==> config.mk <==
export PLATFORM = sky130hd
export DESIGN_NAME = cmsg_guard
export DESIGN_NICKNAME = d
export VERILOG_FILES = /design/src/cmsg_fcd_rom.v /design/src/cmsg_guard.v /design/src/cmsg_seg_mem.v
export VERILOG_INCLUDE_DIRS = /design/src /design/src/src
export SDC_FILE = /design/constraint.sdc
export NUM_CORES = 1
export LEC_CHECK = 0
export ABC_AREA = 1
export BUFFER_PORTS_ARGS = -buffer_cell sky130_fd_sc_hd__buf_2
export CORE_MARGIN = 1.5
export CORE_UTILIZATION = 35
export CTS_BUF_LIST = sky130_fd_sc_hd__clkbuf_16
export DETAILED_ROUTE_END_ITERATION = 6
export PLACE_DENSITY = 0.55
export SETUP_SLACK_MARGIN = 0.1
export SYNTH_ARGS = -nofsm -noshare
export SYNTH_HDL_FRONTEND = slang
export SYNTH_HIERARCHICAL = 1
export SYNTH_SLANG_ARGS = --single-unit
==> constraint.sdc <==
create_clock -name ref_clk -period 7.15 [get_ports ref_clk]
set_clock_uncertainty 0.05 [all_clocks]
set_input_delay 0.3575 -clock ref_clk [delete_from_list [all_inputs] [get_ports ref_clk]]
set_output_delay 0.3575 -clock ref_clk [all_outputs]
set_load 0.01 [all_outputs]
==> src/cmsg_defines.vh <==
`ifndef CMSG_DEFINES_VH
`define CMSG_DEFINES_VH
// cpu modes
`define CMSG_MODE_SYS 2'h0
`define CMSG_MODE_USR 2'h1
`define CMSG_MODE_CLF 2'h2
// address map (16-bit cpu address)
`define CMSG_SFR_BASE 16'hFF00
`define CMSG_SFR_CPU_LAST 8'h3F
`define CMSG_SFR_PERI_FIRST 8'h40
`define CMSG_SFR_PERI_LAST 8'h7F
`define CMSG_SFR_MMU_FIRST 8'h80
`define CMSG_SFR_MMU_LAST 8'h9F
`define CMSG_SFR_SEGPTR 8'h80
`define CMSG_SFR_USRMAP 8'h81
`define CMSG_SFR_CLFMAP 8'h82
`define CMSG_SFR_SEGSEL 8'h83
`define CMSG_SFR_SEGLO 8'h84
`define CMSG_SFR_SEGHI 8'h85
`define CMSG_SFR_SEGATTR 8'h86
`define CMSG_SFR_FCD 8'hA0
`define CMSG_SFR_FCD_LAST 8'hAF
// fixed firmware partition
`define CMSG_FW_LO 16'hE000
`define CMSG_FW_HI 16'hEFFF
// segment attribute bits
`define CMSG_ATTR_RD 0
`define CMSG_ATTR_WR 1
`define CMSG_ATTR_EX 2
`define CMSG_ATTR_RESET 3'h0
`define CMSG_SEGPTR_RESET 16'h0000
`define CMSG_MAP_RESET 8'h00
`endif

==> src/cmsg_fcd_rom.v <==
`default_nettype none
// factory check data store, loaded while in test mode, registered read
module cmsg_fcd_rom #(
  parameter DEPTH = 16,
  parameter AW = 4
) (
  // clock
  input wire ref_clk,
  input wire reset,
  input wire clk_en,
  // test-mode load
  input wire test_mode,
  input wire ld_en,
  input wire [AW-1:0] ld_idx,
  input wire [7:0] ld_data,
  // read
  input wire [AW-1:0] rd_idx,
  output reg [7:0] rd_data_reg
);
  reg [7:0] mem [0:DEPTH-1];
  // contents survive reset; only test mode may write
  always @(posedge ref_clk)
  begin
    if (clk_en && test_mode && ld_en)
      mem[ld_idx] <= ld_data;
  end
  always @(posedge ref_clk)
  begin
    if (reset)
      rd_data_reg <= 8'h00;
    else if (clk_en)
      rd_data_reg <= mem[rd_idx];
  end
endmodule // cmsg_fcd_rom
`default_nettype wire

==> src/cmsg_guard.v <==
// Functional notes
// segment table pointer writable only in system mode
// mmu registers blocked outside system mode
// peripheral registers open in system mode
// user mode sees only cpu registers after reset; the code also lets user mode read the factory check data
// user peripheral access only when mmu enables
// reset disables every memory segment
// firmware partition fixed, unchangeable by anyone
// mmu defaults come from hardware reset
// sfr rights hardwired except peripheral maps
// system software configures segments for applications
// factory check data readable in system, user
// denied access suppressed and raises violation
`include "cmsg_defines.vh"
`default_nettype none
module cmsg_guard #(
  parameter NSEG = 8,
  parameter SAW = 3,
  parameter FDEPTH = 16,
  parameter FAW = 4
) (
  // clock and reset
  input wire ref_clk,
  input wire reset,
  input wire clk_en,
  // cpu request
  input wire req,
  input wire req_we,
  input wire req_fetch,
  input wire [1:0] cpu_mode,
  input wire [15:0] req_addr,
  input wire [7:0] req_wdata,
  // test-mode factory data load
  input wire test_mode,
  input wire fcd_ld,
  input wire [FAW-1:0] fcd_idx,
  input wire [7:0] fcd_data,
  // answer to cpu
  output reg grant_reg,
  output reg violation_reg,
  output reg [7:0] rdata_reg,
  output reg rvalid_reg,
  // forwarded access to protected side
  output reg fwd_req_reg,
  output reg fwd_we_reg,
  output reg [15:0] fwd_addr_reg,
  output reg [7:0] fwd_wdata_reg,
  // mmu state visible to memory side
  output reg [15:0] seg_ptr_reg
);
  reg [7:0] usr_map_reg;
  reg [7:0] clf_map_reg;
  reg [SAW-1:0] seg_sel_reg;
  reg [15:0] seg_lo_reg;
  reg [15:0] seg_hi_reg;
  // stage 1 request copy (lookup takes one cycle)
  reg s1_req_reg;
  reg s1_we_reg;
  reg s1_fetch_reg;
  reg [1:0] s1_mode_reg;
  reg [15:0] s1_addr_reg;
  reg [7:0] s1_wdata_reg;
  wire [NSEG-1:0] seg_hit;
  wire [3*NSEG-1:0] seg_attr;
  wire [7:0] fcd_rdata;
  wire seg_wr;
  wire s1_sfr;
  wire [7:0] s1_off;
  reg allow;
  reg seg_ok;
  reg [7:0] sfr_rd;
  integer k;

  // peripheral group index: 8 groups of 8 registers
  function [2:0] cmsg_group;
    input [7:0] off;
    begin
      cmsg_group = off[5:3];
    end
  endfunction

  // inclusive range test used by the firmware partition check
  function cmsg_in;
    input [15:0] a;
    input [15:0] lo;
    input [15:0] hi;
    begin
      cmsg_in = (a >= lo) && (a <= hi);
    end
  endfunction

  assign s1_sfr = s1_addr_reg[15:8] == `CMSG_SFR_BASE >> 8;
  assign s1_off = s1_addr_reg[7:0];
  // segment commit only for allowed system-mode writes
  assign seg_wr = s1_req_reg && s1_we_reg && s1_sfr && allow
    && (s1_off == `CMSG_SFR_SEGATTR);

  cmsg_seg_mem #(.NSEG(NSEG), .AW(SAW)) u_seg (
    .ref_clk(ref_clk),
    .reset(reset),
    .clk_en(clk_en),
    .wr_en(seg_wr),
    .wr_idx(seg_sel_reg),
    .wr_data({s1_wdata_reg[2:0], seg_hi_reg, seg_lo_reg}),
    .addr(req_addr),
    .hit_reg(seg_hit),
    .attr_reg(seg_attr)
  );

  cmsg_fcd_rom #(.DEPTH(FDEPTH), .AW(FAW)) u_fcd (
    .ref_clk(ref_clk),
    .reset(reset),
    .clk_en(clk_en),
    .test_mode(test_mode),
    .ld_en(fcd_ld),
    .ld_idx(fcd_idx),
    .ld_data(fcd_data),
    .rd_idx(req_addr[FAW-1:0]),
    .rd_data_reg(fcd_rdata)
  );

  // segment check: any hit segment granting the needed right
  always @*
  begin
    seg_ok = 1'b0;
    for (k = 0; k < NSEG; k = k + 1)
    begin
      if (seg_hit[k])
      begin
        if (s1_fetch_reg && seg_attr[3*k+`CMSG_ATTR_EX])
          seg_ok = 1'b1;
        else if (!s1_fetch_reg && s1_we_reg && seg_attr[3*k+`CMSG_ATTR_WR])
          seg_ok = 1'b1;
        else if (!s1_fetch_reg && !s1_we_reg && seg_attr[3*k+`CMSG_ATTR_RD])
          seg_ok = 1'b1;
      end
    end
  end

  // access decision; sfr rights are fixed logic, only the maps are soft
  always @*
  begin
    allow = 1'b0;
    if (s1_sfr)
    begin
      if (s1_off <= `CMSG_SFR_CPU_LAST)
        allow = 1'b1;
      else if (s1_off >= `CMSG_SFR_PERI_FIRST && s1_off <= `CMSG_SFR_PERI_LAST)
      begin
        case (s1_mode_reg)
          `CMSG_MODE_SYS: allow = 1'b1;
          `CMSG_MODE_USR: allow = usr_map_reg[cmsg_group(s1_off)];
          `CMSG_MODE_CLF: allow = clf_map_reg[cmsg_group(s1_off)];
          default: allow = 1'b0;
        endcase
      end
      else if (s1_off >= `CMSG_SFR_MMU_FIRST && s1_off <= `CMSG_SFR_MMU_LAST)
        allow = s1_mode_reg == `CMSG_MODE_SYS;
      else if (s1_off >= `CMSG_SFR_FCD && s1_off <= `CMSG_SFR_FCD_LAST)
        allow = !s1_we_reg && (s1_mode_reg == `CMSG_MODE_SYS
          || s1_mode_reg == `CMSG_MODE_USR);
      else
        allow = 1'b0;
    end
    else if (cmsg_in(s1_addr_reg, `CMSG_FW_LO, `CMSG_FW_HI))
      // partition comes from constants, no register can move it
      allow = s1_mode_reg == `CMSG_MODE_CLF;
    else if (s1_mode_reg == `CMSG_MODE_CLF)
      allow = 1'b0;
    else if (s1_mode_reg == `CMSG_MODE_SYS)
      allow = 1'b1;
    else
      allow = seg_ok;
  end

  // read mux for guard-owned registers
  always @*
  begin
    case (s1_off)
      `CMSG_SFR_SEGPTR: sfr_rd = seg_ptr_reg[7:0];
      `CMSG_SFR_USRMAP: sfr_rd = usr_map_reg;
      `CMSG_SFR_CLFMAP: sfr_rd = clf_map_reg;
      `CMSG_SFR_SEGSEL: sfr_rd = {{(8-SAW){1'b0}}, seg_sel_reg};
      default: sfr_rd = 8'h00;
    endcase
  end

  // request pipeline stage, lined up with the registered lookup
  always @(posedge ref_clk)
  begin
    if (reset)
    begin
      s1_req_reg <= 1'b0;
      s1_we_reg <= 1'b0;
      s1_fetch_reg <= 1'b0;
      s1_mode_reg <= `CMSG_MODE_SYS;
      s1_addr_reg <= 16'h0000;
      s1_wdata_reg <= 8'h00;
    end
    else if (clk_en)
    begin
      s1_req_reg <= req;
      s1_we_reg <= req_we;
      s1_fetch_reg <= req_fetch;
      s1_mode_reg <= cpu_mode;
      s1_addr_reg <= req_addr;
      s1_wdata_reg <= req_wdata;
    end
  end

  // mmu registers: reset to restrictive defaults, written only if allowed
  always @(posedge ref_clk)
  begin
    if (reset)
    begin
      seg_ptr_reg <= `CMSG_SEGPTR_RESET;
      usr_map_reg <= `CMSG_MAP_RESET;
      clf_map_reg <= `CMSG_MAP_RESET;
      seg_sel_reg <= {SAW{1'b0}};
      seg_lo_reg <= 16'h0000;
      seg_hi_reg <= 16'h0000;
    end
    else if (clk_en && s1_req_reg && s1_we_reg && s1_sfr && allow)
    begin
      case (s1_off)
        // pointer low byte from data; high byte copied from seg_hi_reg low byte
        `CMSG_SFR_SEGPTR: seg_ptr_reg <= {seg_hi_reg[7:0], s1_wdata_reg};
        `CMSG_SFR_USRMAP: usr_map_reg <= s1_wdata_reg;
        `CMSG_SFR_CLFMAP: clf_map_reg <= s1_wdata_reg;
        `CMSG_SFR_SEGSEL: seg_sel_reg <= s1_wdata_reg[SAW-1:0];
        `CMSG_SFR_SEGLO: seg_lo_reg <= {seg_lo_reg[7:0], s1_wdata_reg};
        `CMSG_SFR_SEGHI: seg_hi_reg <= {seg_hi_reg[7:0], s1_wdata_reg};
        default: seg_ptr_reg <= seg_ptr_reg;
      endcase
    end
  end

  // answer: allowed goes through, denied is dropped and flagged
  always @(posedge ref_clk)
  begin
    if (reset)
    begin
      grant_reg <= 1'b0;
      violation_reg <= 1'b0;
      rdata_reg <= 8'h00;
      rvalid_reg <= 1'b0;
      fwd_req_reg <= 1'b0;
      fwd_we_reg <= 1'b0;
      fwd_addr_reg <= 16'h0000;
      fwd_wdata_reg <= 8'h00;
    end
    else if (clk_en)
    begin
      grant_reg <= s1_req_reg && allow;
      violation_reg <= s1_req_reg && !allow;
      rvalid_reg <= s1_req_reg && allow && !s1_we_reg;
      fwd_req_reg <= s1_req_reg && allow;
      fwd_we_reg <= s1_we_reg;
      fwd_addr_reg <= s1_addr_reg;
      fwd_wdata_reg <= s1_wdata_reg;
      if (s1_sfr && s1_off >= `CMSG_SFR_FCD && s1_off <= `CMSG_SFR_FCD_LAST)
        rdata_reg <= (s1_req_reg && allow) ? fcd_rdata : 8'h00;
      else if (s1_sfr && s1_off >= `CMSG_SFR_MMU_FIRST && s1_off <= `CMSG_SFR_MMU_LAST)
        rdata_reg <= (s1_req_reg && allow) ? sfr_rd : 8'h00;
      else
        rdata_reg <= 8'h00;
    end
  end
endmodule // cmsg_guard
`default_nettype wire

==> src/cmsg_seg_mem.v <==
`default_nettype none
// segment table: lo, hi bounds and attributes per segment, registered read
module cmsg_seg_mem #(
  parameter NSEG = 8,
  parameter AW = 3
) (
  // clock
  input wire ref_clk,
  input wire reset,
  input wire clk_en,
  // write port
  input wire wr_en,
  input wire [AW-1:0] wr_idx,
  input wire [34:0] wr_data,
  // lookup port
  input wire [15:0] addr,
  output reg [NSEG-1:0] hit_reg,
  output reg [3*NSEG-1:0] attr_reg
);
  reg [15:0] lo_mem [0:NSEG-1];
  reg [15:0] hi_mem [0:NSEG-1];
  reg [2:0] at_mem [0:NSEG-1];
  integer i;
  // reset leaves every segment with no rights at all
  always @(posedge ref_clk)
  begin
    if (reset)
    begin
      for (i = 0; i < NSEG; i = i + 1)
      begin
        lo_mem[i] <= 16'hFFFF;
        hi_mem[i] <= 16'h0000;
        at_mem[i] <= `CMSG_ATTR_RESET;
      end
      hit_reg <= {NSEG{1'b0}};
      attr_reg <= {3*NSEG{1'b0}};
    end
    else if (clk_en)
    begin
      if (wr_en)
      begin
        lo_mem[wr_idx] <= wr_data[15:0];
        hi_mem[wr_idx] <= wr_data[31:16];
        at_mem[wr_idx] <= wr_data[34:32];
      end
      for (i = 0; i < NSEG; i = i + 1)
      begin
        hit_reg[i] <= (addr >= lo_mem[i]) && (addr <= hi_mem[i]);
        attr_reg[3*i +: 3] <= at_mem[i];
      end
    end
  end
endmodule // cmsg_seg_mem
`default_nettype wire

==> flow_metrics.env, run 1 <==
export IMPL_most_common_layout_cells="nand2_1 (907), inv_1 (465), edfxtp_1 (408)"
export IMPL_power_leakage_nw=13.8
export IMPL_yosysSeqAreaShare=0.540
export IMPL_drv_slew=0
export IMPL_cap_violations=0
export IMPL_cts_sinks=580
export IMPL_first_global_vias=19700
export IMPL_dr_first_iter_drc_count=1764
export IMPL_wl_met1_um=39100
export IMPL_power_density_nw_per_um2=228
export IMPL_final_common_cell="nand2_1"
export IMPL_die_height_um=291
export IMPL_firstDrtPassIters=6
export IMPL_crit_fanout=35
export IMPL_clock_latency_ns=0.66
export IMPL_area_growth_pct=11.3
export IMPL_antenna_found_initial=0
export IMPL_top_layer="met4"
export IMPL_outcome="finished, final reports clean"
export IMPL_worstHoldPathType="primary input to flop"
export IMPL_hpwlAfterDp_um=52100
export IMPL_synth_distinct_cells=39
export IMPL_maxSlewHeadroom=0.306
export IMPL_ant_nets=0
export IMPL_portBuffers=98
export IMPL_drc=0
export IMPL_drive_gt1_frac=0.0680
export IMPL_track_usage=0.189
export IMPL_criticalPathCategory="flop to flop"
export IMPL_syn_nets=3512
export IMPL_cts_root_buf="clkbuf_16"
export IMPL_start_util=0.354
export IMPL_max_clock_path_buffers=3
export IMPL_async_flop_share=0
export IMPL_core_area_um2=82100
export IMPL_final_hold_violation_count=0
export IMPL_htreeDepth=2
export IMPL_post_route_min_period_ns=4.90
export IMPL_nets=3590
export IMPL_drt_wirelength_per_cell_um=18.5
export IMPL_die_x_um=291
export IMPL_cts_made_buffers=61
export IMPL_ff_latch_area_um2=15700
export IMPL_ys_flop_type="edfxtp_1"
export IMPL_rsz0062_at_grt="no"
export IMPL_period_share=0.685
export IMPL_max_freq_mhz=204
export IMPL_worst_pin_slew_ns=1.04
export IMPL_fin_util=0.394
export IMPL_met3WireLength_um=5230
export IMPL_grt_max_degree=80
export IMPL_clk_pin_slew_ns=0.06
export IMPL_netlist_area_um2=29100
export IMPL_ys_warn_count=6
export IMPL_synth_edf_count=408
export IMPL_reg_top3="u_fcd/mem x128, u_seg/hi_mem x128, u_seg/lo_mem x128"
export IMPL_ys_seq_elements=580
export IMPL_setup_violations_final=0
export IMPL_fill_cells=8187
export IMPL_vdd_drop_max_v=0.000193
export IMPL_multiInputGateArea_um2=11100
export IMPL_cts_tree="built"
export IMPL_route_vias_total=21200
export IMPL_cts_hold_buf=12
export IMPL_rows=105
export IMPL_die_area_um2=84800
export IMPL_gp_routability_congestion=0.841
export IMPL_cts_resized=0
export IMPL_setup_tns_ns=0
export IMPL_syn_avg_cell_area_um2=9.05
export IMPL_met2_length_um=35200
export IMPL_p_total_w=0.00737
export IMPL_grt_overflow=0
export IMPL_worstPathArrival_ns=5.09
export IMPL_startpoint_type="flop"
export IMPL_grt_pass1_wl_um=121000
export IMPL_crit_path_end_kind="flop"
export IMPL_viasPerCell=4.82
export IMPL_cts_setup_buffers=0
export IMPL_required_ns=7.34
export IMPL_syn_inst=3210
export IMPL_wirelength_um=81500
export IMPL_ioPinCount=99
export IMPL_insertedDiodeCount=0
## worst max-delay path, stage by stage (launching register included)
cell,delay (ns)
dfxtp_1,0.59
inv_1,0.24
nand2_1,0.11
nand3_1,0.08
nand3_1,0.11
o21bai_1,0.07
nand3_1,0.08
nand2_1,0.05
nand2_1,0.22
nand2_1,0.15
nor4_1,0.67
nand4_2,0.37
nor2_2,0.66
inv_2,0.32
nand2_2,0.70
## path summary, 6_finish.rpt
path	slack [ns]	endpoint	from	cells past startpoint
min reg2reg	0.41	fwd_wdata_reg[6]	fwd_wdata_reg[6]	2
max	2.25	u_seg/lo_mem[7][5]	s1_addr_reg[3]	14
max reg2reg	2.25	u_seg/lo_mem[7][5]	s1_addr_reg[3]	14
min	0.06	u_fcd/mem[0][1]	fcd_data[1]	1
## kinds of logic (layout without fill, tap and decap cells)
kind of cell	Yosys count	after routing	synth area share
compound gates	336	336	0.0621
fa+ha+maj	256	256	0.110
buf+inv	558	684	0.0803
flops	580	580	0.540
simple gates	1480	1480	0.207
## layer usage
layer / vias to the layer above / global-route usage
met1: 9921 / 0.279
met3: 108 / 0.0283
met2: 580 / 0.287
met4: 0 / 0.0518
li1: 10600 / -
met5: - / 0
## Yosys cell counts, types with 2 or more instances
cell	count	area share
nor2_4	5	0.0019
o211ai_1	3	0.00077
buf_2	32	0.0055
nand3b_1	2	0.00052
edfxtp_1	408	0.42
a21oi_1	232	0.040
buf_1	3	0.00039
nor2_1	341	0.044
nor4_1	3	0.00065
o221ai_1	2	0.00060
inv_2	12	0.0015
nand3_1	160	0.028
clkbuf_1	36	0.0046
a211oi_1	23	0.0059
inv_1	442	0.057
o21ai_0	55	0.0095
nor3_1	4	0.00069
nor2_8	4	0.0028
o21bai_1	9	0.0023
buf_4	12	0.0031
dfxtp_1	172	0.12
nor2_2	8	0.0017
nand4_1	31	0.0067
o21a_1	8	0.0021
buf_6	20	0.0077
nand2_1	915	0.12
ha_1	256	0.11
## final cells by class
class | instances | area share
clock buffers | 61 | 0.0472
clock inverters | 50 | 0.0102
multi-input cells | 2072 | 0.342
inverters | 455 | 0.0530
repair buffers | 118 | 0.0210
flip-flops and latches | 580 | 0.485
well taps | 1070 | 0.0414
## power by group
part	internal [W]	switching, W
Sequential	0.00370	0.0000578
Combinational	0.000209	0.000447
Clock	0.00162	0.00134
## per-stage QoR
stage                     hold WS (ns)  cells  worst slack [ns]  instance area, um^2
after floorplan                  0.394   3210              3.64                29100
after global placement           0.400   4283              2.45                30400
after detailed placement         0.403   4283              2.35                30400
after CTS                       0.0370   4406              2.28                32300
after global routing            0.0561   4406              1.86                32300
final                           0.0632   4406              2.25                32300
No activity file was read; power rests on OpenSTA's default activity.
==> inputs of run 2 (changes only) <==
--- a/config.mk
+++ b/config.mk
@@ -6,13 +6,13 @@
 export SDC_FILE = /design/constraint.sdc
 export NUM_CORES = 1
 export LEC_CHECK = 0
-export ABC_AREA = 1
+export ABC_AREA = 0
 export BUFFER_PORTS_ARGS = -buffer_cell sky130_fd_sc_hd__buf_2
 export CORE_MARGIN = 1.5
 export CORE_UTILIZATION = 35
 export CTS_BUF_LIST = sky130_fd_sc_hd__clkbuf_16
 export DETAILED_ROUTE_END_ITERATION = 6
-export PLACE_DENSITY = 0.55
+export PLACE_DENSITY = 0.57
 export SETUP_SLACK_MARGIN = 0.1
 export SYNTH_ARGS = -nofsm -noshare
 export SYNTH_HDL_FRONTEND = slang
==> constraint.sdc (replaced) <==
create_clock -name ref_clk -period 4 [get_ports ref_clk]
set_clock_uncertainty 0.05 [all_clocks]
set_input_delay 0.2 -clock ref_clk [delete_from_list [all_inputs] [get_ports ref_clk]]
set_output_delay 0.2 -clock ref_clk [all_outputs]
set_load 0.01 [all_outputs]
==> run 2 against run 1 <==
Count of clock-buffer cells in the layout up 8. Worst setup slack worse by 1.8 ns. Die area about the same. Combinational power up 72%. Clock power up 94%. Non-clock buffer count up 53. Via count down 7.6%. Synthesized cell count down 22%. Register-to-register slack worse by 1.8 ns. Total power up 84%. Cell count down 15%. Highest routed layer unchanged. Sequential power up 79%.
==> flow_metrics.env, run 2 <==
export IMPL_outcome="finished, final reports clean"
export IMPL_p_switching_w=0.00331
export IMPL_nets=2940
export IMPL_drive_gt1_frac=0.107
export IMPL_p_clk_frac=0.421
export IMPL_syn_nets=2795
export IMPL_fill_cells=7702
export IMPL_route_vias_total=19600
export IMPL_worstPathArrival_ns=3.77
export IMPL_syn_avg_cell_area_um2=11.6
export IMPL_final_hold_violation_count=0
export IMPL_ff_latch_area_um2=15700
export IMPL_rsz0062_at_grt="no"
export IMPL_ys_seq_elements=580
export IMPL_power_density_nw_per_um2=409
export IMPL_firstDrtPassIters=5
export IMPL_grt_overflow=0
export IMPL_portBuffers=98
export IMPL_critical_path_max_stage_delay_ns=0.69
export IMPL_cts_setup_buffers=0
export IMPL_async_flop_share=0
export IMPL_final_common_cell="edfxtp_1"
export IMPL_crit_path_top_delay_cell="or2_2"
export IMPL_p_comb_frac=0.083
export IMPL_met1_usage=0.258
export IMPL_criticalPathCategory="flop to flop"
export IMPL_syn_inst=2493
export IMPL_cpMostUsedCell="buf_4"
export IMPL_most_common_layout_cells="edfxtp_1 (408), inv_1 (281), ha_1 (256)"
export IMPL_core_area_um2=82100
export IMPL_cts_made_buffers=66
export IMPL_p_total_w=0.0136
export IMPL_worstHoldPathType="primary input to flop"
export IMPL_area_growth_pct=14.1
export IMPL_gp_routability_congestion=0.846
export IMPL_synthTopCellsByCount="edfxtp_1 (408), inv_1 (269), ha_1 (256)"
export IMPL_wirelength_um=80900
export IMPL_first_global_vias=19600
export IMPL_synth_edf_count=408
export IMPL_viasPerCell=5.22
export IMPL_cts_root_buf="clkbuf_16"
export IMPL_track_usage=0.189
export IMPL_crit_fanout=35
export IMPL_grt_util_met2=0.308
export IMPL_netlist_area_um2=29000
export IMPL_busiest_layer="met2"
export IMPL_clock_latency_ns=0.63
export IMPL_max_freq_mhz=279
export IMPL_synth_top_area_share=0.422
export IMPL_drc=0
export IMPL_netSwitchingFraction=0.244
export IMPL_post_route_min_period_ns=3.59
export IMPL_cap_violations=0
export IMPL_hpwlAfterDp_um=53600
export IMPL_cts_tree="built"
export IMPL_antenna_found_initial=11
export IMPL_drt_wirelength_per_cell_um=21.5
export IMPL_fin_util=0.404
export IMPL_cts_resized=0
export IMPL_rows=105
export IMPL_dr_first_iter_drc_count=1483
export IMPL_worst_pin_slew_ns=1.15
export IMPL_startpoint_type="flop"
export IMPL_synth_distinct_cells=78
export IMPL_synthTopCellsByArea="edfxtp_1 (42%), dfxtp_1 (12%), ha_1 (11%)"
export IMPL_multiInputGateArea_um2=11900
export IMPL_ioPinCount=99
export IMPL_ys_flop_type="edfxtp_1"
export IMPL_drv_slew=0
export IMPL_period_share=0.898
export IMPL_cts_sinks=580
export IMPL_die_x_um=291
export IMPL_clk_pin_slew_ns=0.06
export IMPL_max_clock_path_buffers=3
export IMPL_whs_ns=0.0429
export IMPL_start_util=0.354
export IMPL_required_ns=4.18
export IMPL_grt_max_degree=85
export IMPL_cp_cell_sequence="buf_4, or4b_4, a31oi_4, or3_4, nor2_1, nor3_1, buf_4, nand4_4, nor3_4, or2_2"
export IMPL_pwr_share_seq=0.495
export IMPL_cts_hold_buf=24
export IMPL_cell_internal_pwr_w=0.0103
export IMPL_reg_top3="u_fcd/mem x128, u_seg/hi_mem x128, u_seg/lo_mem x128"
export IMPL_power_leakage_nw=13.7
export IMPL_grt_pass1_wl_um=121000
export IMPL_ant_nets=0
export IMPL_htreeDepth=3
export IMPL_grtUsageMet3=0.0270
export IMPL_ys_warn_count=6
export IMPL_setup_violations_final=0
export IMPL_vdd_drop_max_v=0.000324
export IMPL_synth_most_common_cell="edfxtp_1"
export IMPL_die_area_um2=84700
export IMPL_crit_path_end_kind="flop"
export IMPL_maxSlewHeadroom=0.231
export IMPL_synth_area_leader_cell="edfxtp_1"
export IMPL_die_height_um=291
export IMPL_yosysSeqAreaShare=0.540
[run 2: cell types whose count changed after synthesis, sizes merged, moves of 122 or more]
cell,change
nand2,-798
nor2,-214
mux2i,+200
inv,-185
and2,+153
a21oi,-122
[run 2: area by class of cell]
cell class | instances | share of cell area
multi-input combinational | 1549 | 0.358
sequential | 580 | 0.474
clock inverter | 50 | 0.0100
antenna | 3 | 0.000227
timing repair buffer | 171 | 0.0346
inverter | 270 | 0.0307
tap | 1070 | 0.0404
clock buffer | 69 | 0.0521
[run 2: power groups by stage]
stage          combinational [W]  sequential [W]  clock (W)
2_1_floorplan           0.000712         0.00680          0
3_3_place_gp             0.00105         0.00684          0
3_5_place_dp             0.00110         0.00685          0
4_1_cts                  0.00113         0.00672    0.00583
5_1_grt                  0.00126         0.00674    0.00607
6_report                 0.00113         0.00672    0.00572
[run 2: path summary, 6_finish.rpt]
check	endpoint	slack, ns	cells past startpoint	from
setup / recovery	u_seg/lo_mem[1][13]	0.41	10	s1_addr_reg[5]
hold / removal	u_fcd/mem[0][5]	0.04	2	fcd_idx[3]
setup reg to reg	u_seg/lo_mem[1][13]	0.41	10	s1_addr_reg[5]
hold reg to reg	seg_ptr_reg[13]	0.41	2	seg_ptr_reg[13]
[run 2: through the flow]
step / cells / instance area, um^2 / setup slack, ns / setup TNS [ns]
floorplan: 2493 / 29100 / -0.0219 / -3.55
global placement: 3616 / 30800 / 0.536 / 0
detailed placement: 3616 / 30800 / 0.445 / 0
CTS: 3759 / 33100 / 0.426 / 0
global route: 3760 / 33100 / 0.260 / 0
finish: 3762 / 33100 / 0.409 / 0
[run 2: kinds of logic after synthesis]
kind of cell    share of synthesized area
flops                               0.540
mux                                0.0757
buf+inv                            0.0529
simple gates                        0.144
compound gates                     0.0766
fa+ha+maj                           0.110
[run 2: worst max-delay path, delay by kind of cell (launching register included)]
family / cells / cell delay [ns]
AOI/OAI and AO/OA: 1 / 0.35
DFF: 1 / 0.32
and+or+nand+nor: 7 / 2.08
buffers and inverters: 2 / 0.39
[run 2: routing by layer]
layer | share of wire | vias to the layer above
li1 | - | 9273
met1 | 0.45 | 9628
met2 | 0.46 | 574
met3 | 0.057 | 148
met4 | 0.030 | 0
met5 | 0 | -
